## src/shared/micint_pkg.sv

```systemverilog
// constants, register indices and carriers of the interrupt controller
// assumes one core clock and a byte-wide data-memory register port
package micint_pkg;

  // register indices on the data-memory port
  localparam logic [3:0] IDX_EDGE_LOW = 4'h0;
  localparam logic [3:0] IDX_EDGE_HIGH = 4'h1;
  localparam logic [3:0] IDX_CTRL_A = 4'h2;
  localparam logic [3:0] IDX_CTRL_B = 4'h3;
  localparam logic [3:0] IDX_CTRL_C = 4'h4;
  localparam logic [3:0] IDX_CTRL_D = 4'h5;
  localparam logic [3:0] IDX_MF_A = 4'h6;
  localparam logic [3:0] IDX_MF_B = 4'h7;
  localparam logic [3:0] IDX_MF_C = 4'h8;
  localparam int NUM_REGS = 9;

  // reset value and implemented bits
  localparam logic [7:0] REG_RESET = 8'h00;
  localparam logic [7:0] MASK_FULL = 8'hFF;
  localparam logic [7:0] MASK_EDGE_HIGH = 8'h0F;
  localparam logic [7:0] MASK_CTRL_A = 8'h7F;
  localparam logic [7:0] MASK_MF_A = 8'h33;
  localparam logic [7:0] MASK_MF_B = 8'hBB;

  // field positions
  localparam int POS_GLOB_EN = 0;
  localparam int POS_UART_EN = 3;
  localparam int POS_HI_FLAG = 7;

  // edge-select codes
  localparam logic [1:0] EDGE_OFF = 2'h0;
  localparam logic [1:0] EDGE_RISE = 2'h1;
  localparam logic [1:0] EDGE_FALL = 2'h2;
  localparam logic [1:0] EDGE_BOTH = 2'h3;

  // vector numbers, lowest wins
  localparam int NUM_VEC = 15;
  localparam logic [3:0] VEC_UART = 4'h6;
  localparam logic [3:0] VEC_NONE = 4'hF;

  // post-wake start-up interval
  localparam int CLK_PERIOD_NS = 50;
  localparam int START_UP_NS = 51200;
  localparam int START_UP_CYCLES = (START_UP_NS + CLK_PERIOD_NS - 1) / CLK_PERIOD_NS;

  typedef enum logic [1:0] {
    MIC_RUN = 2'h0,
    MIC_DOWN = 2'h1,
    MIC_START = 2'h3
  } mic_pwr_state_t;

  // one-cycle request pulses from on-chip peripherals
  typedef struct packed {
    logic adc;
    logic eeprom;
    logic serial_if;
    logic uart;
    logic [1:0] time_base;
    logic compact_a;
    logic compact_p;
    logic standard_a;
    logic standard_p;
    logic low_volt;
    logic [1:0] periodic_a;
    logic [1:0] periodic_p;
  } mic_src_t;

  // uart configuration levels that arm the receive-pin wake-up
  typedef struct packed {
    logic rx_wake_en;
    logic uart_en_a;
    logic rx_en_b;
    logic rx_int_en;
  } mic_wake_cfg_t;

endpackage

```

## src/design/micint_ctrl.sv

```systemverilog
// interrupt request, enable and edge-select registers with vector request
// assumes a byte register port from the core and pulse requests from peripherals
//
// How it works
// - edge field: off, rising, falling, both
// - high edge register upper nibble reads zero
// - wake interrupt needs global and uart enables
// - flags, enables, fields read/write, reset zero
// - first control: ext2..0 flags, enables, global
// - second control: uart, ext5..3 flags and enables
// - uart halts while its clock stops
// - uart registers untouched by power-down
// - armed rx pin falling edge wakes device
// - rx data discarded during start-up interval
// - wake interrupt raised after start-up only
// - accepts pin, timer, converter and peripheral sources
// - third control: adc and group flags, enables
// - fourth control: serial, eeprom, time bases
// - flags set regardless, group flags only for enabled members; vector needs both enables
// - vector entry clears global enable, flags still latch
`timescale 1ns/1ns
`default_nettype none
module micint_ctrl #(
  parameter int NUM_EXT = 6,
  parameter int START_CYCLES = micint_pkg::START_UP_CYCLES
) (
  // clock and reset
  input wire logic core_clk,
  input wire logic reset,
  // register port from the core
  input wire logic [3:0] reg_addr,
  input wire logic reg_wr,
  input wire logic reg_rd,
  input wire logic [7:0] reg_wdata,
  output logic [7:0] reg_rdata_r,
  // vector handshake with the core
  output logic int_req_r,
  output logic [3:0] int_vec_r,
  input wire logic vec_ack,
  // request sources
  input wire logic [NUM_EXT-1:0] ext_int_pin_n,
  input wire micint_pkg::mic_src_t src,
  // uart power-down and wake-up
  input wire logic pwr_down,
  input wire micint_pkg::mic_wake_cfg_t wake_cfg,
  input wire logic uart_rx_pin,
  output logic sys_wake_r,
  output logic uart_run_r,
  output logic uart_rx_discard_r
);

  ////////////////////////////////////////////////////////////////////////////
  // register store and access helpers

  logic [7:0] regs_r [micint_pkg::NUM_REGS];
  logic [7:0] set_v [micint_pkg::NUM_REGS];
  logic [7:0] clr_v [micint_pkg::NUM_REGS];
  logic [7:0] mask_v [micint_pkg::NUM_REGS];

  // hardware set wins over both a software write and a vector clear
  function automatic logic [7:0] reg_next(input logic [7:0] cur, input logic hit,
      input logic [7:0] wdata, input logic [7:0] setb, input logic [7:0] clrb,
      input logic [7:0] mask);
    logic [7:0] base;
    base = hit ? wdata : cur;
    reg_next = ((base & ~clrb) | setb) & mask;
  endfunction

  // lowest pending enabled source wins
  function automatic logic [3:0] pick(input logic [micint_pkg::NUM_VEC-1:0] req);
    pick = micint_pkg::VEC_NONE;
    for (int i = micint_pkg::NUM_VEC - 1; i >= 0; i--) begin
      if (req[i]) pick = 4'(i);
    end
  endfunction

  ////////////////////////////////////////////////////////////////////////////
  // external pins

  wire [7:0] edge_low = regs_r[micint_pkg::IDX_EDGE_LOW];
  wire [7:0] edge_high = regs_r[micint_pkg::IDX_EDGE_HIGH];
  wire [2*NUM_EXT-1:0] edge_sel = {edge_high[3:0], edge_low};
  logic [NUM_EXT-1:0] ext_evt;

  genvar g;
  generate
    for (g = 0; g < NUM_EXT; g++) begin : g_ext
      micint_edge_det u_edge (
        .core_clk(core_clk),
        .reset(reset),
        .pin(ext_int_pin_n[g]),
        .sel(edge_sel[2*g+1:2*g]),
        .evt(ext_evt[g])
      );
    end
  endgenerate

  ////////////////////////////////////////////////////////////////////////////
  // uart power-down and wake-up

  wire [7:0] ctrl_a = regs_r[micint_pkg::IDX_CTRL_A];
  wire [7:0] ctrl_b = regs_r[micint_pkg::IDX_CTRL_B];
  wire [7:0] ctrl_c = regs_r[micint_pkg::IDX_CTRL_C];
  wire [7:0] ctrl_d = regs_r[micint_pkg::IDX_CTRL_D];
  wire [7:0] mf_a = regs_r[micint_pkg::IDX_MF_A];
  wire [7:0] mf_b = regs_r[micint_pkg::IDX_MF_B];
  wire [7:0] mf_c = regs_r[micint_pkg::IDX_MF_C];
  wire glob_int_en = ctrl_a[micint_pkg::POS_GLOB_EN];
  wire uart_int_en = ctrl_b[micint_pkg::POS_UART_EN];
  logic wake_int;

  micint_uart_wake #(
    .START_CYCLES(START_CYCLES)
  ) u_wake (
    .core_clk(core_clk),
    .reset(reset),
    .pwr_down(pwr_down),
    .cfg(wake_cfg),
    .int_allowed(glob_int_en & uart_int_en),
    .rx_pin(uart_rx_pin),
    .wake_r(sys_wake_r),
    .uart_run_r(uart_run_r),
    .rx_discard_r(uart_rx_discard_r),
    .wake_int_r(wake_int)
  );

  ////////////////////////////////////////////////////////////////////////////
  // group registers: a group flag rises when an enabled member fires

  wire [7:0] mf_a_set = {2'h0, src.compact_a, src.compact_p, 4'h0};
  wire [7:0] mf_b_set = {src.low_volt, 1'b0, src.standard_a, src.standard_p, 4'h0};
  wire [7:0] mf_c_set = {src.periodic_a[1], src.periodic_p[1], src.periodic_a[0],
                         src.periodic_p[0], 4'h0};
  wire [2:0] mf_evt = {|(mf_c_set[7:4] & mf_c[3:0]),
                       |(mf_b_set[7:4] & mf_b[3:0]),
                       |(mf_a_set[7:4] & mf_a[3:0])};

  ////////////////////////////////////////////////////////////////////////////
  // pending and enabled sources in vector order

  wire [micint_pkg::NUM_VEC-1:0] pend = {ctrl_c[6:4], ctrl_d[7], ctrl_d[6], ctrl_c[7],
                                         ctrl_d[5], ctrl_d[4], ctrl_b[7], ctrl_b[6:4],
                                         ctrl_a[6:4]};
  wire [micint_pkg::NUM_VEC-1:0] enab = {ctrl_c[2:0], ctrl_d[3], ctrl_d[2], ctrl_c[3],
                                         ctrl_d[1], ctrl_d[0], ctrl_b[3], ctrl_b[2:0],
                                         ctrl_a[3:1]};
  wire [micint_pkg::NUM_VEC-1:0] live = pend & enab;
  wire [3:0] vec_sel = pick(live);
  // a vector is offered only with both enables set
  wire req_nxt = glob_int_en & (|live) & ~vec_ack;

  // taking the vector clears its primary flag
  wire [15:0] taken = vec_ack ? (16'h0001 << int_vec_r) : 16'h0000;

  ////////////////////////////////////////////////////////////////////////////
  // set, clear and implemented-bit vectors per register

  wire uart_set = src.uart | wake_int;
  always_comb begin
    set_v[micint_pkg::IDX_EDGE_LOW] = 8'h00;
    set_v[micint_pkg::IDX_EDGE_HIGH] = 8'h00;
    set_v[micint_pkg::IDX_CTRL_A] = {1'b0, ext_evt[2:0], 4'h0};
    set_v[micint_pkg::IDX_CTRL_B] = {uart_set, ext_evt[5:3], 4'h0};
    set_v[micint_pkg::IDX_CTRL_C] = {src.adc, mf_evt, 4'h0};
    set_v[micint_pkg::IDX_CTRL_D] = {src.serial_if, src.eeprom, src.time_base, 4'h0};
    set_v[micint_pkg::IDX_MF_A] = mf_a_set;
    set_v[micint_pkg::IDX_MF_B] = mf_b_set;
    set_v[micint_pkg::IDX_MF_C] = mf_c_set;
  end

  always_comb begin
    clr_v[micint_pkg::IDX_EDGE_LOW] = 8'h00;
    clr_v[micint_pkg::IDX_EDGE_HIGH] = 8'h00;
    clr_v[micint_pkg::IDX_CTRL_A] = {1'b0, taken[2:0], 3'h0, vec_ack};
    clr_v[micint_pkg::IDX_CTRL_B] = {taken[6], taken[5:3], 4'h0};
    clr_v[micint_pkg::IDX_CTRL_C] = {taken[9], taken[14:12], 4'h0};
    clr_v[micint_pkg::IDX_CTRL_D] = {taken[11], taken[10], taken[8], taken[7], 4'h0};
    clr_v[micint_pkg::IDX_MF_A] = 8'h00;
    clr_v[micint_pkg::IDX_MF_B] = 8'h00;
    clr_v[micint_pkg::IDX_MF_C] = 8'h00;
  end

  always_comb begin
    mask_v[micint_pkg::IDX_EDGE_LOW] = micint_pkg::MASK_FULL;
    mask_v[micint_pkg::IDX_EDGE_HIGH] = micint_pkg::MASK_EDGE_HIGH;
    mask_v[micint_pkg::IDX_CTRL_A] = micint_pkg::MASK_CTRL_A;
    mask_v[micint_pkg::IDX_CTRL_B] = micint_pkg::MASK_FULL;
    mask_v[micint_pkg::IDX_CTRL_C] = micint_pkg::MASK_FULL;
    mask_v[micint_pkg::IDX_CTRL_D] = micint_pkg::MASK_FULL;
    mask_v[micint_pkg::IDX_MF_A] = micint_pkg::MASK_MF_A;
    mask_v[micint_pkg::IDX_MF_B] = micint_pkg::MASK_MF_B;
    mask_v[micint_pkg::IDX_MF_C] = micint_pkg::MASK_FULL;
  end

  ////////////////////////////////////////////////////////////////////////////
  // read path: unmapped indices read zero

  wire rd_hit = (reg_addr < 4'(micint_pkg::NUM_REGS));
  wire [7:0] rd_mux = rd_hit ? regs_r[reg_addr] : 8'h00;

  ////////////////////////////////////////////////////////////////////////////
  // state

  generate
    for (g = 0; g < micint_pkg::NUM_REGS; g++) begin : g_reg
      wire hit = reg_wr && (reg_addr == 4'(g));
      always_ff @(posedge core_clk) begin
        if (reset) begin
          regs_r[g] <= micint_pkg::REG_RESET;
        end else begin
          regs_r[g] <= reg_next(regs_r[g], hit, reg_wdata, set_v[g], clr_v[g], mask_v[g]);
        end
      end
    end
  endgenerate

  always_ff @(posedge core_clk) begin
    if (reset) begin
      reg_rdata_r <= 8'h00;
      int_req_r <= 1'b0;
      int_vec_r <= micint_pkg::VEC_NONE;
    end else begin
      if (reg_rd) reg_rdata_r <= rd_mux;
      int_req_r <= req_nxt;
      int_vec_r <= vec_sel;
    end
  end
endmodule
`default_nettype wire

```

## src/design/micint_edge_det.sv

```systemverilog
// one external interrupt pin: synchroniser and edge selector
// assumes the pin is asynchronous to core_clk
`timescale 1ns/1ns
`default_nettype none
module micint_edge_det (
  // clock and reset
  input wire logic core_clk,
  input wire logic reset,
  // pin and selection
  input wire logic pin,
  input wire logic [1:0] sel,
  // detected edge, one cycle
  output logic evt
);
  logic meta_r;
  logic sync_r;
  logic prev_r;
  wire rise = sync_r & ~prev_r;
  wire fall = ~sync_r & prev_r;

  always_ff @(posedge core_clk) begin
    if (reset) begin
      meta_r <= 1'b0;
      sync_r <= 1'b0;
      prev_r <= 1'b0;
    end else begin
      meta_r <= pin;
      sync_r <= meta_r;
      prev_r <= sync_r;
    end
  end

  always_comb begin
    case (sel)
      micint_pkg::EDGE_OFF: evt = 1'b0;
      micint_pkg::EDGE_RISE: evt = rise;
      micint_pkg::EDGE_FALL: evt = fall;
      micint_pkg::EDGE_BOTH: evt = rise | fall;
      default: evt = 1'b0;
    endcase
  end
endmodule
`default_nettype wire

```

## src/design/micint_uart_wake.sv

```systemverilog
// uart power-down, receive-pin wake-up and start-up hold-off
// assumes rx pin is asynchronous; pwr_down is a core-clock level
`timescale 1ns/1ns
`default_nettype none
module micint_uart_wake #(
  parameter int START_CYCLES = micint_pkg::START_UP_CYCLES
) (
  // clock and reset
  input wire logic core_clk,
  input wire logic reset,
  // power state and configuration
  input wire logic pwr_down,
  input wire micint_pkg::mic_wake_cfg_t cfg,
  input wire logic int_allowed,
  input wire logic rx_pin,
  // results
  output logic wake_r,
  output logic uart_run_r,
  output logic rx_discard_r,
  output logic wake_int_r
);
  micint_pkg::mic_pwr_state_t state_r, state_nxt;
  logic rx_meta_r;
  logic rx_sync_r;
  logic rx_prev_r;
  logic armed_r;
  logic [15:0] cnt_r;
  wire rx_fall = rx_prev_r & ~rx_sync_r;
  wire arm_now = cfg.rx_wake_en & cfg.uart_en_a & cfg.rx_en_b & cfg.rx_int_en;
  wire cnt_done = (cnt_r == 16'h0000);

  always_comb begin
    state_nxt = state_r;
    case (state_r)
      micint_pkg::MIC_RUN: if (pwr_down) state_nxt = micint_pkg::MIC_DOWN;
      micint_pkg::MIC_DOWN: begin
        if (armed_r && rx_fall) state_nxt = micint_pkg::MIC_START;
        else if (!pwr_down) state_nxt = micint_pkg::MIC_RUN;
      end
      micint_pkg::MIC_START: if (cnt_done) state_nxt = micint_pkg::MIC_RUN;
      default: state_nxt = micint_pkg::MIC_RUN;
    endcase
  end

  always_ff @(posedge core_clk) begin
    if (reset) begin
      state_r <= micint_pkg::MIC_RUN;
      rx_meta_r <= 1'b1;
      rx_sync_r <= 1'b1;
      rx_prev_r <= 1'b1;
      armed_r <= 1'b0;
      cnt_r <= 16'h0000;
      wake_r <= 1'b0;
      uart_run_r <= 1'b1;
      rx_discard_r <= 1'b0;
      wake_int_r <= 1'b0;
    end else begin
      state_r <= state_nxt;
      rx_meta_r <= rx_pin;
      rx_sync_r <= rx_meta_r;
      rx_prev_r <= rx_sync_r;
      // arming is sampled as power-down is entered
      if (state_r == micint_pkg::MIC_RUN) armed_r <= arm_now;
      if (state_nxt == micint_pkg::MIC_START && state_r != micint_pkg::MIC_START) begin
        cnt_r <= 16'(START_CYCLES - 1);
      end else if (!cnt_done) begin
        cnt_r <= cnt_r - 16'h0001;
      end
      wake_r <= (state_r == micint_pkg::MIC_DOWN) && (state_nxt == micint_pkg::MIC_START);
      // uart clock stops while down; its registers simply hold
      uart_run_r <= (state_nxt == micint_pkg::MIC_RUN);
      rx_discard_r <= (state_nxt == micint_pkg::MIC_START);
      wake_int_r <= (state_r == micint_pkg::MIC_START) && cnt_done && int_allowed;
    end
  end
endmodule
`default_nettype wire

```

## config.mk

```make
export PLATFORM = sky130hd
export DESIGN_NAME = micint_ctrl
export DESIGN_NICKNAME = d
export VERILOG_FILES = /design/src/shared/micint_pkg.sv /design/src/design/micint_ctrl.sv /design/src/design/micint_edge_det.sv /design/src/design/micint_uart_wake.sv
export SDC_FILE = /design/constraint.sdc
export NUM_CORES = 1
export LEC_CHECK = 0
export BUFFER_PORTS_ARGS = -buffer_cell sky130_fd_sc_hd__buf_2
export CAP_MARGIN = 0
export CORE_MARGIN = 3
export CORE_UTILIZATION = 55
export DETAILED_ROUTE_END_ITERATION = 12
export PLACE_DENSITY = 0.8
export SYNTH_ARGS = -nofsm -noshare
export SYNTH_HDL_FRONTEND = slang
export SYNTH_SLANG_ARGS = --single-unit
```

## constraint.sdc

```tcl
create_clock -name core_clk -period 2 [get_ports core_clk]
set_clock_uncertainty 0.1 [all_clocks]
set_input_delay 0.1 -clock core_clk [delete_from_list [all_inputs] [get_ports core_clk]]
set_output_delay 0.1 -clock core_clk [all_outputs]
set_load 0.005 [all_outputs]
```

Word-level counts from Yosys, hierarchy flattened
Memory sizes are Yosys's and may differ from the RTL's. Index checks and enable logic that the tools add are counted.

$add $sub $neg: 1. Magnitude comparators: 1. Equal/unequal tests: 33. Shifts and indexed selects: 1. Muxes and demuxes: 52. Bitwise logic cells: 69. Reduce and logical (&&, ||, !) cells: 31.

Operators by type and width (number): 8-bit two-way mux (15); 4-bit two-way mux (11); 8-bit OR (5); 2-bit equality test (second input constant) (14); 8-bit AND (3); 8-bit inverter (3); 1-bit case mux with 4 select lines (6); 10-bit two-way mux (2); 1-bit AND (19); 1-bit OR (17); 4-bit by 3-bit equality test with 1-bit output (second input constant) (4); 16-bit logical NOT (1); 2-bit logical NOT (8); 16-bit by 1-bit subtractor with 16-bit output (second input constant) (1); 15-bit AND (1); 15-bit two-way mux (1); 15-bit OR reduction (1); 1-bit by 4-bit left shift with 15-bit output (first input constant) (1); 2-bit by 1-bit equality test with 1-bit output (second input constant) (7); 1-bit logical AND (14); 1-bit inverter (14); 2-bit two-way mux (6); 3-bit two-way mux (4); 4-bit OR reduction (3); other kinds (19) (27).

Register bits: 57. Bits in writable memories: 72. Word-level logic and storage cells: 221. Memories kept: 1.

Memory list: regs_r (depth 9, bits a word 8, rd ports 10, clocked after Yosys merged registers in 0, write ports 9, line micint_ctrl.sv:55) `logic [7:0] regs_r [micint_pkg::NUM_REGS];`.

Depth between registers and ports, before layout
Gate-level depths: netlist of run 1. An unclocked memory read counts as a cell.

Depth after elaboration: 17. Depth in mapped cells: 7. Gate-level depth less buffers: 7.

Hierarchy
Synthesis of run 1 repeated with hierarchy kept, for this count alone.

Cells, all modules: 623. Area, all modules: 5654.2 um^2.

Modules (own cells, without submodules): micint_ctrl (instances 1, cells an instance 402, area each 3648.5 um^2); micint_uart_wake (instances 1, cells an instance 131, area each 1194.9 um^2); micint_edge_det (instances 6, cells an instance 15, area each 135.1 um^2).

Worst setup path before layout of run 1
Ideal clock, no wire load.

Path kind: register to register. From: register u_wake.cnt_r[6]. To: register u_wake.cnt_r[1]. Setup time: 0.133 ns. Arrival time: 1.529 ns. Path slack: 0.237 ns. Cell stages (with the launch flop): 6. Period minus slack after synthesis: 1.763 ns. Cell sequence: dfxtp_1 > or4_4 > and4bb_4 > nand2_1 > nor3b_1 > a311oi_1.

Word-level cells in the longest chain between the ends: 6. Elaborated cells on any way between the ends: 7. Those cells by class: eq/ne (2); mux (3); reduce/logical (2).

RTL lines: start, declared (line micint_uart_wake.sv:27) `logic [15:0] cnt_r;`; start signal, assigned (line micint_uart_wake.sv:65) `cnt_r <= 16'(START_CYCLES - 1);`; start signal, assigned (line micint_uart_wake.sv:67) `cnt_r <= cnt_r - 16'h0001;`; 16-bit logical NOT * (line micint_uart_wake.sv:30) `wire cnt_done = (cnt_r == 16'h0000);`; 2-bit two-way mux (line micint_uart_wake.sv:40) `micint_pkg::MIC_START: if (cnt_done) state_nxt = micint_pkg::MIC_RUN;`; 2-bit case mux with 3 select lines (line micint_uart_wake.sv:34) `case (state_r)`; 2-bit equality test (line micint_uart_wake.sv:64) `if (state_nxt == micint_pkg::MIC_START && state_r != micint_pkg::MIC_START) begin`; 1-bit logical AND (line micint_uart_wake.sv:64); 2-bit inequality test (no source line) / 10-bit two-way mux (equally long branches).

Mark *: on every way between the ends. The rest lies on a longest branch, timed or not. A chain may end at the register's enable or synchronous reset.

Worst setup path after layout of run 1
Ends and elaborated chain as after synthesis.

==> run metrics, run 1 <==
status finished, final reports clean; largest family of logic cells by synthesized area simple AND/OR/NAND/NOR gates; Chip Width 106.3 um; Arr. time, crit path between 2 and 2.5 ns; ratio of cells with drive above 1 in the final layout 0.2014; worst slew pin tran about 0.63 ns; Hold Slack between 0.03 and 0.04 ns; Post-Syn Instances 603; vias per inst 6.000; setup_tns 0 ns; via count between 5000 and 6000; largest stage delay on the critical path ~0.57 ns; CP Launch Type flop; TritonCTS Buffers 17; CP Cell Sequence or4_4 > and4bb_4 > nand2_1 > nor3b_2 > a311oi_2; Top FF cell, synth dfxtp_1; Compound-Gate Fraction of Synth Area 0.1316; Max Fclk approximately 520 MHz; Synth Area in Adders 0.03165; Tcrit/Tclk final 0.9624; grt total ovfl 0; worst skew pair latency 0.52 ns; maximum buffer depth of the clock tree 2; drt total wl around 16 mm; Final min period ~1.9 ns; required time of the worst setup path approximately 2.3 ns; root buffer cell clkbuf_8; Slew Viols, Final 0; htree depth 4; Crit-path slowest cell or4_4; Final ANT Viol Nets 0; number of global-route vias before repair between 5000 and 6000; Synth Area in Simple Gates 0.1935; Setup WS pre-CTS ~0.057 ns; EDFF count, synth 0; register bit total from synthesis 118; Area Growth Syn to Fin 29.16%; Final Hold Violating Endpoints 0; postcts setup bufs 0; worst setup path category flop to flop; DRC viols 0; Final WS setup 0.07519 ns; min-delay worst type input pin to flop; Design Power ~7.5 mW; DIE HEIGHT 106.3 um; XOR/XNOR share of the synthesized area 0.01582; post-synth cell types just under 60; ant diodes 0; Post-synth ARST share 0; net count reported at finish 781; Initial Utilization 0.5825; drt initial violations approximately 460; CTS Sinks roughly 120; pwr/cell area ~1000 nW/um2; first-pass GRT wire length between 20 and 30 mm; register area share after synthesis 0.4268; clock-pin slew on the worst setup and hold paths approximately 0.060 ns; CP Capture Type flop; Detailed Place HPWL about 9.9 mm; WL/cell about 18 um; I/O Buffers 59; largest net degree at the start of global routing 36; synthesized net count about 660; routability cong. just over 0.9; Die ar. approximately 11000 um2; max cap viols 0; io pins 60; post-synthesis mux area share 0.1589; max_slew headroom 0.5820; num rows 35; antenna violations before repair 0; Total GRT Usage 0.2881; static leakage approximately 3.0 nW; crit-path max FO 7; most frequent cells in the layout 118 x dfxtp_1, 67 x nor2_1, 59 x a21oi_1; Max rail drop VDD 1.010 mV; Syn Area/Cell around 9 um2; RSZ-0062 raised after global routing false; First-pass DRT Iterations 6; Final setup violation count 0; Ys Warns 0; CTS tree done; cell area after synthesis approximately 5500 um2; commonest non-fill, non-tap cell in the layout dfxtp_1; total core area between 9000 and 10000 um2
==> synth_stat cells, drive strengths merged, types with 8 or more instances <==
cell | instances | area, um2
ha | 14 | 175.2
nand3 | 15 | 75.07
a22oi | 10 | 75.07
mux2i | 53 | 530.5
o21ai | 17 | 85.08
nor3 | 9 | 56.31
mux4 | 8 | 180.2
clkbuf | 16 | 60.06
nor2 | 68 | 255.2
a21oi | 59 | 295.3
mux2 | 15 | 168.9
dfxtp | 118 | 2362
nand2 | 55 | 206.5
buf | 14 | 66.31
nor2b | 17 | 106.4
inv | 28 | 105.1
==> metal layers <==
metal	part of all wire	track usage
met1	0.40	0.3615
met4	0.030	0.1036
met3	0.095	0.07104
met2	0.48	0.4810
met5	0	0
==> critical path, delay by kind of cell (launching register included) <==
| kind | cells | cell delay [ns] |
|---|---|---|
| AOI/OAI and AO/OA | 1 | 0.07 |
| DFF | 1 | 0.35 |
| and+or+nand+nor | 4 | 1.28 |
==> power by group <==
part / leakage [nW] / internal [mW] / total (mW) / switching [mW]
clock network: 0.259 / 1.84 / 2.91 / 1.07
logic: 1.78 / 0.861 / 1.74 / 0.882
registers: 0.964 / 2.56 / 2.84 / 0.280
==> sequential cells by signal (all words and copies together) (netlist names) <==
signal	flops
u_wake.wake_int_r	1
u_wake.uart_run_r	1
g_ext.u_edge.meta_r	6
u_wake.cnt_r	16
u_wake.rx_discard_r	1
reg_rdata_r	8
int_vec_r	4
u_wake.armed_r	1
u_wake.rx_meta_r	1
u_wake.rx_prev_r	1
g_ext.u_edge.prev_r	6
u_wake.rx_sync_r	1
g_ext.u_edge.sync_r	6
int_req_r	1
regs_r	61
u_wake.state_r	2
u_wake.wake_r	1
==> path summary, 6_finish.rpt <==
kind                                                        start                           endpoint  slack, ns  cells past startpoint
worst min-delay path                                  reg_addr[3]        reg_rdata_r[2]$_SDFFE_PP0P_       0.04                      4
worst min register to register  g_ext[3].u_edge.meta_r$_SDFF_PP0_  g_ext[3].u_edge.sync_r$_SDFF_PP0_       0.34                      1
worst max register to register       u_wake.cnt_r[6]$_SDFFE_PP0P_       u_wake.cnt_r[1]$_SDFFE_PP0P_       0.08                      5
worst max-delay path                 u_wake.cnt_r[6]$_SDFFE_PP0P_       u_wake.cnt_r[1]$_SDFFE_PP0P_       0.08                      5
==> repair_timing <==
item	in CTS	in global routing
hold buffers	55	0
gates resized for setup	0	5
hold endpoints to repair	87	0
endpoints found under the setup margin	0	9
==> stage by stage <==
stage,cells,utilization,area [um2]
after global placement,778,0.6309,5996
after floorplan,603,-,5535
after detailed placement,778,0.6309,5996
after CTS,864,0.7490,7118
after global routing,864,0.7523,7149
final,864,0.7523,7149
==> logic make-up (layout without fill, tap and decap cells) <==
family | Yosys count | count (layout)
xor+xnor | 10 | 10
buf+inv | 58 | 190
mux | 76 | 76
compound gates | 119 | 119
simple gates | 208 | 208
fa+ha+maj | 14 | 14
flops | 118 | 118
==> cell type report <==
class | instances | area (um2)
clock buffer | 21 | 449.2
clock inverter | 10 | 122.6
fill | 638 | 2354
inverter | 28 | 105.1
multi-input combinational | 427 | 2973
sequential | 118 | 2362
tap | 129 | 161.4
timing repair buffer | 131 | 975.9
(Power assumes the default switching activity.)
==> run 2, diff against run 1 <==
--- a/config.mk
+++ b/config.mk
@@ -8,9 +8,10 @@
 export BUFFER_PORTS_ARGS = -buffer_cell sky130_fd_sc_hd__buf_2
 export CAP_MARGIN = 0
 export CORE_MARGIN = 3
-export CORE_UTILIZATION = 55
+export CORE_UTILIZATION = 53
 export DETAILED_ROUTE_END_ITERATION = 12
-export PLACE_DENSITY = 0.8
+export PLACE_DENSITY = 0.81
 export SYNTH_ARGS = -nofsm -noshare
 export SYNTH_HDL_FRONTEND = slang
 export SYNTH_SLANG_ARGS = --single-unit
+export TNS_END_PERCENT = 50
==> constraint.sdc (replaced) <==
create_clock -name core_clk -period 1.55 [get_ports core_clk]
set_clock_uncertainty 0.1 [all_clocks]
set_input_delay 0.0775 -clock core_clk [delete_from_list [all_inputs] [get_ports core_clk]]
set_output_delay 0.0775 -clock core_clk [all_outputs]
set_load 0.005 [all_outputs]
==> run 2 against run 1 <==
  * The run now ends with setup timing left
  * Clock power increased by 38%
  * Clock-buffer cell count decreased by 1
  * Die area increased by 3.6%
  * Global-route usage increased by 0.15 points
  * First-iteration DRC count decreased by 15%
  * Non-clock buffer count increased by 52
  * Cell count increased by 6.4%
  * Sequential share of layout area decreased by 2.1 points
  * Via count increased by 2.2%
  * Register-to-register slack got worse by 0.37 ns
  * Largest cell class unchanged
==> run metrics, run 2 (synthesized netlist as in run 1, its figures left out) <==
CP Launch Type flop (unchanged); CP Capture Type flop (unchanged); via count 5299 (was 5184); max cap viols 0 (unchanged); Area after DPL 6489 um2 (was 5996 um2); maximum buffer depth of the clock tree 2 (unchanged); max_slew headroom 0.6574 (was 0.5820); DRC viols 0 (unchanged); status finished with violations (was finished, final reports clean); root buffer cell clkbuf_8 (unchanged); static leakage 3.366 nW (was 3.002 nW); routability cong. 0.9532 (was 0.9297); Final Hold Violating Endpoints 0 (unchanged); CP Cell Sequence or4_4 > or2_4 > nor4b_4 > xnor2_1 > nor2_1 (was or4_4 > and4bb_4 > nand2_1 > nor3b_2 > a311oi_2); number of global-route vias before repair 5408 (was 5186); Tcrit/Tclk final 1.191 (was 0.9624); First-pass DRT Iterations 7 (was 6); Final min period 1.847 ns (was 1.925 ns); Worst Setup SP u_wake.cnt_r[9]$_SDFFE_PP0P_ (was u_wake.cnt_r[6]$_SDFFE_PP0P_); first-pass GRT wire length 25.87 mm (was 25.90 mm); failing checks setup timing; area of the multi-input gates 3058 um2 (was 2973 um2); Final WS setup -0.2967 ns (was 0.07519 ns); Final ANT Viol Nets 0 (unchanged); Final setup violation count 22 (was 0); drt initial violations 389 (was 457); largest stage delay on the critical path 0.57 ns (about the same); WL/cell 18.10 um (was 18.08 um); TritonCTS Buffers 17 (unchanged); min-delay worst type input pin to flop (unchanged); io pins 60 (unchanged); Max rail drop VDD 1.880 mV (was 1.010 mV); crit-path max FO 6 (was 7); Initial Utilization 0.5561 (was 0.5825); Die ar. 11710 um2 (was 11300 um2); Chip Width 108.2 um (was 106.3 um); post-route cell area 7680 um2 (was 7149 um2); CTS Sinks 118 (unchanged); antenna violations before repair 0 (unchanged); htree depth 4 (unchanged); worst flop-to-flop path startpoint u_wake.cnt_r[9]$_SDFFE_PP0P_ (was u_wake.cnt_r[6]$_SDFFE_PP0P_); CTS tree done (unchanged); Crit-path slowest cell or4_4 (unchanged); CP delay by family, top simple AND/OR/NAND/NOR gates (unchanged); max reg flops 61 (unchanged); DIE HEIGHT 108.2 um (was 106.3 um); largest register by flop count regs_r (unchanged); fill cell count 641 (was 638); worst skew pair latency 0.53 ns (was 0.52 ns); crit path buf inv count 0 (unchanged); clock-pin slew on the worst setup and hold paths 0.06 ns (about the same); Slew Viols, Final 0 (unchanged); vias per inst 5.766 (was 6.000); commonest non-fill, non-tap cell in the layout dfxtp_1 (unchanged); grt total ovfl 0 (unchanged); pwr/cell area 1385 nW/um2 (was 1048 nW/um2); RSZ-0062 raised after global routing true (was false); I/O Buffers 59 (unchanged); ant diodes 0 (unchanged); ratio of cells with drive above 1 in the final layout 0.2913 (was 0.2014); top flop regs regs_r x61, u_wake.cnt_r x16, reg_rdata_r x8 (unchanged); beginning of the worst hold path reg_wr (was reg_addr[3]); Max Fclk 541.5 MHz (was 519.5 MHz); Arr. time, crit path 2.16 ns (was 2.22 ns); largest net degree at the start of global routing 33 (was 36); worst setup path category flop to flop (unchanged); final core utilization 0.7715 (was 0.7523); net count reported at finish 833 (was 781); num rows 36 (was 35); total core area 9955 um2 (was 9503 um2); Detailed Place HPWL 10.88 mm (was 9.906 mm); worst slew pin tran 0.5121 ns (was 0.6256 ns); most frequent cells in the layout 108 x dfxtp_1, 77 x buf_4, 66 x nor2_1 (was 118 x dfxtp_1, 67 x nor2_1, 59 x a21oi_1); required time of the worst setup path 1.87 ns (was 2.29 ns); Area Growth Syn to Fin 38.74% (was 29.16%); Total GRT Usage 0.2895 (was 0.2881); drt total wl 16.63 mm (was 15.62 mm); Setup WS pre-CTS -0.2717 ns (was 0.05651 ns); Sequential Area 2375 um2 (was 2362 um2)
## run 2: changes by cell type in the layout (fill, tap and decap cells not counted), sizes merged
cell / previous run / this run
buf: 76 / 136
dlygate4sd3: 55 / 46
clkinv: 0 / 5
clkinvlp: 6 / 1
bufinv: 2 / 4
inv: 30 / 28
clkbuf: 21 / 20
dlymetal6s4s: 0 / 1
## run 2: final cells by class
class	count	area share
Multi-Input combinational cell	427	0.3982
Sequential cell	118	0.3092
Timing Repair Buffer	183	0.1781
Clock buffer	20	0.05930
Tap cell	133	0.02167
Clock inverter	10	0.01988
Inverter	28	0.01369
## run 2: worst paths after layout
check                                  endpoint  slack (ns)  cells after the start
setup reg to reg  u_wake.cnt_r[12]$_SDFFE_PP0N_       -0.30                      5
setup / recovery  u_wake.cnt_r[12]$_SDFFE_PP0N_       -0.30                      5
hold / removal        regs_r[7][1]$_SDFFE_PP0P_        0.06                      5
hold reg to reg     u_wake.rx_sync_r$_SDFF_PP1_        0.32                      1
## run 2: metrics by stage
step | instances | hold WS [ns] | setup TNS, ns | power, mW
3_5_place_dp | 840 | 0.1746 | -3.878 | 6.269
4_1_cts | 919 | 0.04592 | -3.152 | 10.53
3_3_place_gp | 840 | 0.1674 | -2.532 | 6.112
6_report | 919 | 0.05875 | -3.539 | 10.64
5_1_grt | 919 | 0.07473 | -5.075 | 11.10
2_1_floorplan | 603 | 0.05681 | -1.616 | 5.318
## run 2: worst register-to-register path: stages (launching register included)
cell and delay, ns:
dfxtp_2 0.32, or4_4 0.57, or2_4 0.26, nor4b_4 0.28
xnor2_1 0.15, nor2_1 0.06
## run 2: per-layer routing
metal | GRT usage | vias to the layer above | share of wire
li1 | - | 2470 | -
met1 | 0.3193 | 2502 | 0.38
met2 | 0.4996 | 250 | 0.50
met3 | 0.07045 | 77 | 0.069
met4 | 0.1812 | 0 | 0.053
met5 | 0 | - | 0
## run 2: repair_timing
item / CTS / global route
buffers inserted: 2 / 0
hold endpoints to repair: 81 / 0
resized for setup: 7 / 21
setup endpoints to repair: 22 / 30
hold buffers: 47 / 0
pin swaps: 6 / 10
## run 2: where the power goes
part / total, mW / internal [mW] / switching [mW]
Combinational: 3.06 / 1.55 / 1.51
Sequential: 3.57 / 3.31 / 0.254
Clock: 4.01 / 2.70 / 1.31
Total: 10.6 / 7.56 / 3.07
==> run 3, diff against run 2 <==
--- a/config.mk
+++ b/config.mk
@@ -7,11 +7,11 @@
 export LEC_CHECK = 0
 export BUFFER_PORTS_ARGS = -buffer_cell sky130_fd_sc_hd__buf_2
 export CAP_MARGIN = 0
-export CORE_MARGIN = 3
 export CORE_UTILIZATION = 53
 export DETAILED_ROUTE_END_ITERATION = 12
-export PLACE_DENSITY = 0.81
+export PLACE_DENSITY = 0.72
 export SYNTH_ARGS = -nofsm -noshare
 export SYNTH_HDL_FRONTEND = slang
+export SYNTH_HIERARCHICAL = 1
 export SYNTH_SLANG_ARGS = --single-unit
 export TNS_END_PERCENT = 50
==> run 3 against run 2 <==
  * The flow finishes with violations (hold timing, setup timing)
  * Utilization down 0.10 points
  * Largest cell class unchanged
  * Register-to-register slack worse by 0.32 ns
  * Clock-buffer cell count up 1
==> run metrics, run 3 <==
status finished with violations (unchanged); failing checks hold timing, setup timing (was setup timing); Final WS setup -0.6204 ns (was -0.2967 ns); post-route cell area 7954 um2 (was 7680 um2); area of the multi-input gates 3241 um2 (was 3058 um2); Arr. time, crit path 2.53 ns (was 2.16 ns); post-synth cell types 68 (was 58); CP Capture Type flop (unchanged); area share of the largest cell type after synthesis 0.4178 (was 0.4268); Max Fclk 460.7 MHz (was 541.5 MHz); ratio of cells with drive above 1 in the final layout 0.3112 (was 0.2913); Final Hold Violating Endpoints 2 (was 0); static leakage 3.364 nW (was 3.366 nW); Area after DPL 6540 um2 (was 6489 um2); Comb pwr share 0.357 (was 0.287); Max rail drop VDD 1.943 mV (was 1.880 mV); largest net degree at the start of global routing 25 (was 33); required time of the worst setup path 1.91 ns (was 1.87 ns); clock-pin slew on the worst setup and hold paths 0.06 ns (about the same); max cap viols 0 (unchanged); register bit total from synthesis 118 (unchanged); vias per inst 5.907 (was 5.766); Switching Share 0.3079 (was 0.2890); worst setup path category flop to flop (unchanged); Slew Viols, Final 0 (unchanged); P_sw 3.599 mW (was 3.074 mW); Post-synth ARST share 0 (unchanged); ant diodes 0 (unchanged); drt initial violations 459 (was 389); Sequential Area 2371 um2 (was 2375 um2); num rows 37 (was 36); final core utilization 0.7705 (was 0.7715); First-pass DRT Iterations 6 (was 7); sequential share of power 0.296 (was 0.335); I/O Buffers 59 (unchanged); count leader, synth dfxtp_1 (unchanged); Tcrit/Tclk final 1.400 (was 1.191); EDFF count, synth 0 (unchanged); register area share after synthesis 0.4178 (was 0.4268); drt total wl 17.12 mm (was 16.63 mm); WL/cell 18.04 um (was 18.10 um); CTS Sinks 118 (unchanged); CTS tree done (unchanged); max_slew headroom 0.6688 (was 0.6574); Post-Syn Instances 623 (was 603); top post-synthesis cells by count 118 x dfxtp_1, 56 x nand2_1, 56 x nor2_1 (was 118 x dfxtp_1, 68 x nor2_1, 59 x a21oi_1); Die ar. 11080 um2 (was 11710 um2); min-delay worst type input pin to flop (unchanged); antenna violations before repair 0 (unchanged); Chip Width 105.3 um (was 108.2 um); Clock Power Share 0.346 (was 0.377); worst skew pair latency 0.53 ns (about the same); Detailed Place HPWL 10.82 mm (was 10.88 mm); fill cell count 684 (was 641); TritonCTS Buffers 17 (unchanged); worst slew pin tran 0.4899 ns (was 0.5121 ns); Total GRT Usage 0.3070 (was 0.2895); Synth area leaders dfxtp_1 42%, mux2i_1 7.4%, a21oi_1 4.2% (was dfxtp_1 43%, mux2i_1 9.6%, a21oi_1 5.3%); top flop regs regs_r x61, u_wake/cnt_r x16, reg_rdata_r x8 (was regs_r x61, u_wake.cnt_r x16, reg_rdata_r x8); Ys Warns 6 (was 0); grt total ovfl 0 (unchanged); largest register by flop count regs_r (unchanged); most frequent cells in the layout 111 x dfxtp_1, 71 x buf_4, 56 x nand2_1, 56 x buf_2, 55 x nor2_1 (was 108 x dfxtp_1, 77 x buf_4, 66 x nor2_1); Final ANT Viol Nets 0 (unchanged); maximum buffer depth of the clock tree 2 (unchanged); first-pass GRT wire length 26.29 mm (was 25.87 mm); commonest non-fill, non-tap cell in the layout dfxtp_1 (unchanged); io pins 60 (unchanged); number of global-route vias before repair 5428 (was 5408); CP Launch Type flop (unchanged); routability cong. 0.8953 (was 0.9532); via count 5606 (was 5299); largest area contributor in the synthesized netlist dfxtp_1 (unchanged); synthesized net count 681 (was 661); net count reported at finish 858 (was 833); total core area 10320 um2 (was 9955 um2); htree depth 4 (unchanged); Area Growth Syn to Fin 40.67% (was 38.74%); root buffer cell clkbuf_8 (unchanged); Setup WS pre-CTS -0.6223 ns (was -0.2717 ns); Hold Slack -0.01885 ns (was 0.05875 ns); internal power 8.092 mW (was 7.563 mW); Top FF cell, synth dfxtp_1 (unchanged); Final min period 2.170 ns (was 1.847 ns); max reg flops 61 (unchanged); RSZ-0062 raised after global routing true (unchanged); cell area after synthesis 5654 um2 (was 5535 um2); pwr/cell area 1470 nW/um2 (was 1385 nW/um2); Initial Utilization 0.5477 (was 0.5561); setup_tns -10.25 ns (was -3.539 ns); DRC viols 0 (unchanged); Syn Area/Cell 9.076 um2 (was 9.180 um2); DIE HEIGHT 105.3 um (was 108.2 um); Final setup violation count 21 (was 22); crit-path max FO 3 (was 6)
==> run 3: cell types whose count changed after synthesis, sizes merged, moves of 5 or more <==
| cell | change |
|---|---|
| o21ai | +20 |
| a21oi | -12 |
| nor2b | +12 |
| mux2i | -11 |
| nor2 | -11 |
| or3 | +8 |
| or4 | +6 |
| xnor2 | -6 |
| a221oi | +5 |
==> run 3: kinds of logic (layout without fill, tap and decap cells) <==
family / count (synthesis) / count (layout) / share of synthesized area
simple gates: 226 / 226 / 0.2138
compound gates: 141 / 141 / 0.1549
flops: 118 / 118 / 0.4178
mux: 66 / 66 / 0.1341
buf+inv: 57 / 247 / 0.04691
fa+ha+maj: 14 / 14 / 0.03098
xor+xnor: 1 / 1 / 0.001549
==> run 3: metrics by stage <==
stage	instances	power (mW)	hold slack, ns
after floorplan	623	5.078	0.04419
after global placement	862	6.116	0.1626
after detailed placement	862	6.225	0.1636
after CTS	946	11.01	0.03611
after global routing	949	12.11	0.02145
final	949	11.69	-0.01885
==> run 3: area by class of cell <==
cell class | instances | share of cell area
Clock buffer | 21 | 0.05899
Clock inverter | 11 | 0.01840
Inverter | 27 | 0.01274
Multi-Input combinational cell | 448 | 0.4074
Sequential cell | 118 | 0.2981
Tap cell | 136 | 0.02139
Timing Repair Buffer | 188 | 0.1829
==> run 3: final timing paths <==
path / start / to / slack [ns] / cells after the start
setup / recovery: u_wake/cnt_r[6]$_SDFFE_PP0P_ / u_wake/cnt_r[13]$_SDFFE_PP0N_ / -0.62 / 4
hold reg to reg: u_wake/rx_meta_r$_SDFF_PP1_ / u_wake/rx_sync_r$_SDFF_PP1_ / 0.31 / 1
hold / removal: reg_addr[3] / reg_rdata_r[5]$_SDFFE_PP0P_ / -0.02 / 4
setup reg to reg: u_wake/cnt_r[6]$_SDFFE_PP0P_ / u_wake/cnt_r[13]$_SDFFE_PP0N_ / -0.62 / 4
==> run 3: routing by layer <==
layer / share of wire / vias to the layer above / wire, um / global-route usage
met5: 0 / - / 0 / 0
met4: 0.047 / 0 / 797 / 0.1821
met3: 0.065 / 68 / 1119 / 0.05257
met2: 0.50 / 267 / 8497 / 0.5348
met1: 0.39 / 2673 / 6708 / 0.3525
li1: - / 2598 / - / -
==> run 3: critical path, stage by stage, from the launching register on <==
cell     delay, ns
dfxtp_2       0.32
or4_4         0.56
or4_4         0.51
or4_4         0.49
a21oi_2       0.13
==> run 3: power groups by stage <==
stage | sequential, mW | clock (mW) | combinational, mW
after CTS | 3.44 | 4.06 | 3.50
after global placement | 3.48 | 0 | 2.64
after global routing | 3.49 | 4.21 | 4.41
final | 3.47 | 4.05 | 4.18
after detailed placement | 3.49 | 0 | 2.73
after floorplan | 3.53 | 0 | 1.55
==> run 3: what timing repair did <==
item,in CTS,in global routing
hold endpoints to repair,84,0
buffers inserted,7,4
gates resized for setup,29,40
pin swaps,11,7
hold buffers,45,0
endpoints found under the setup margin,22,40
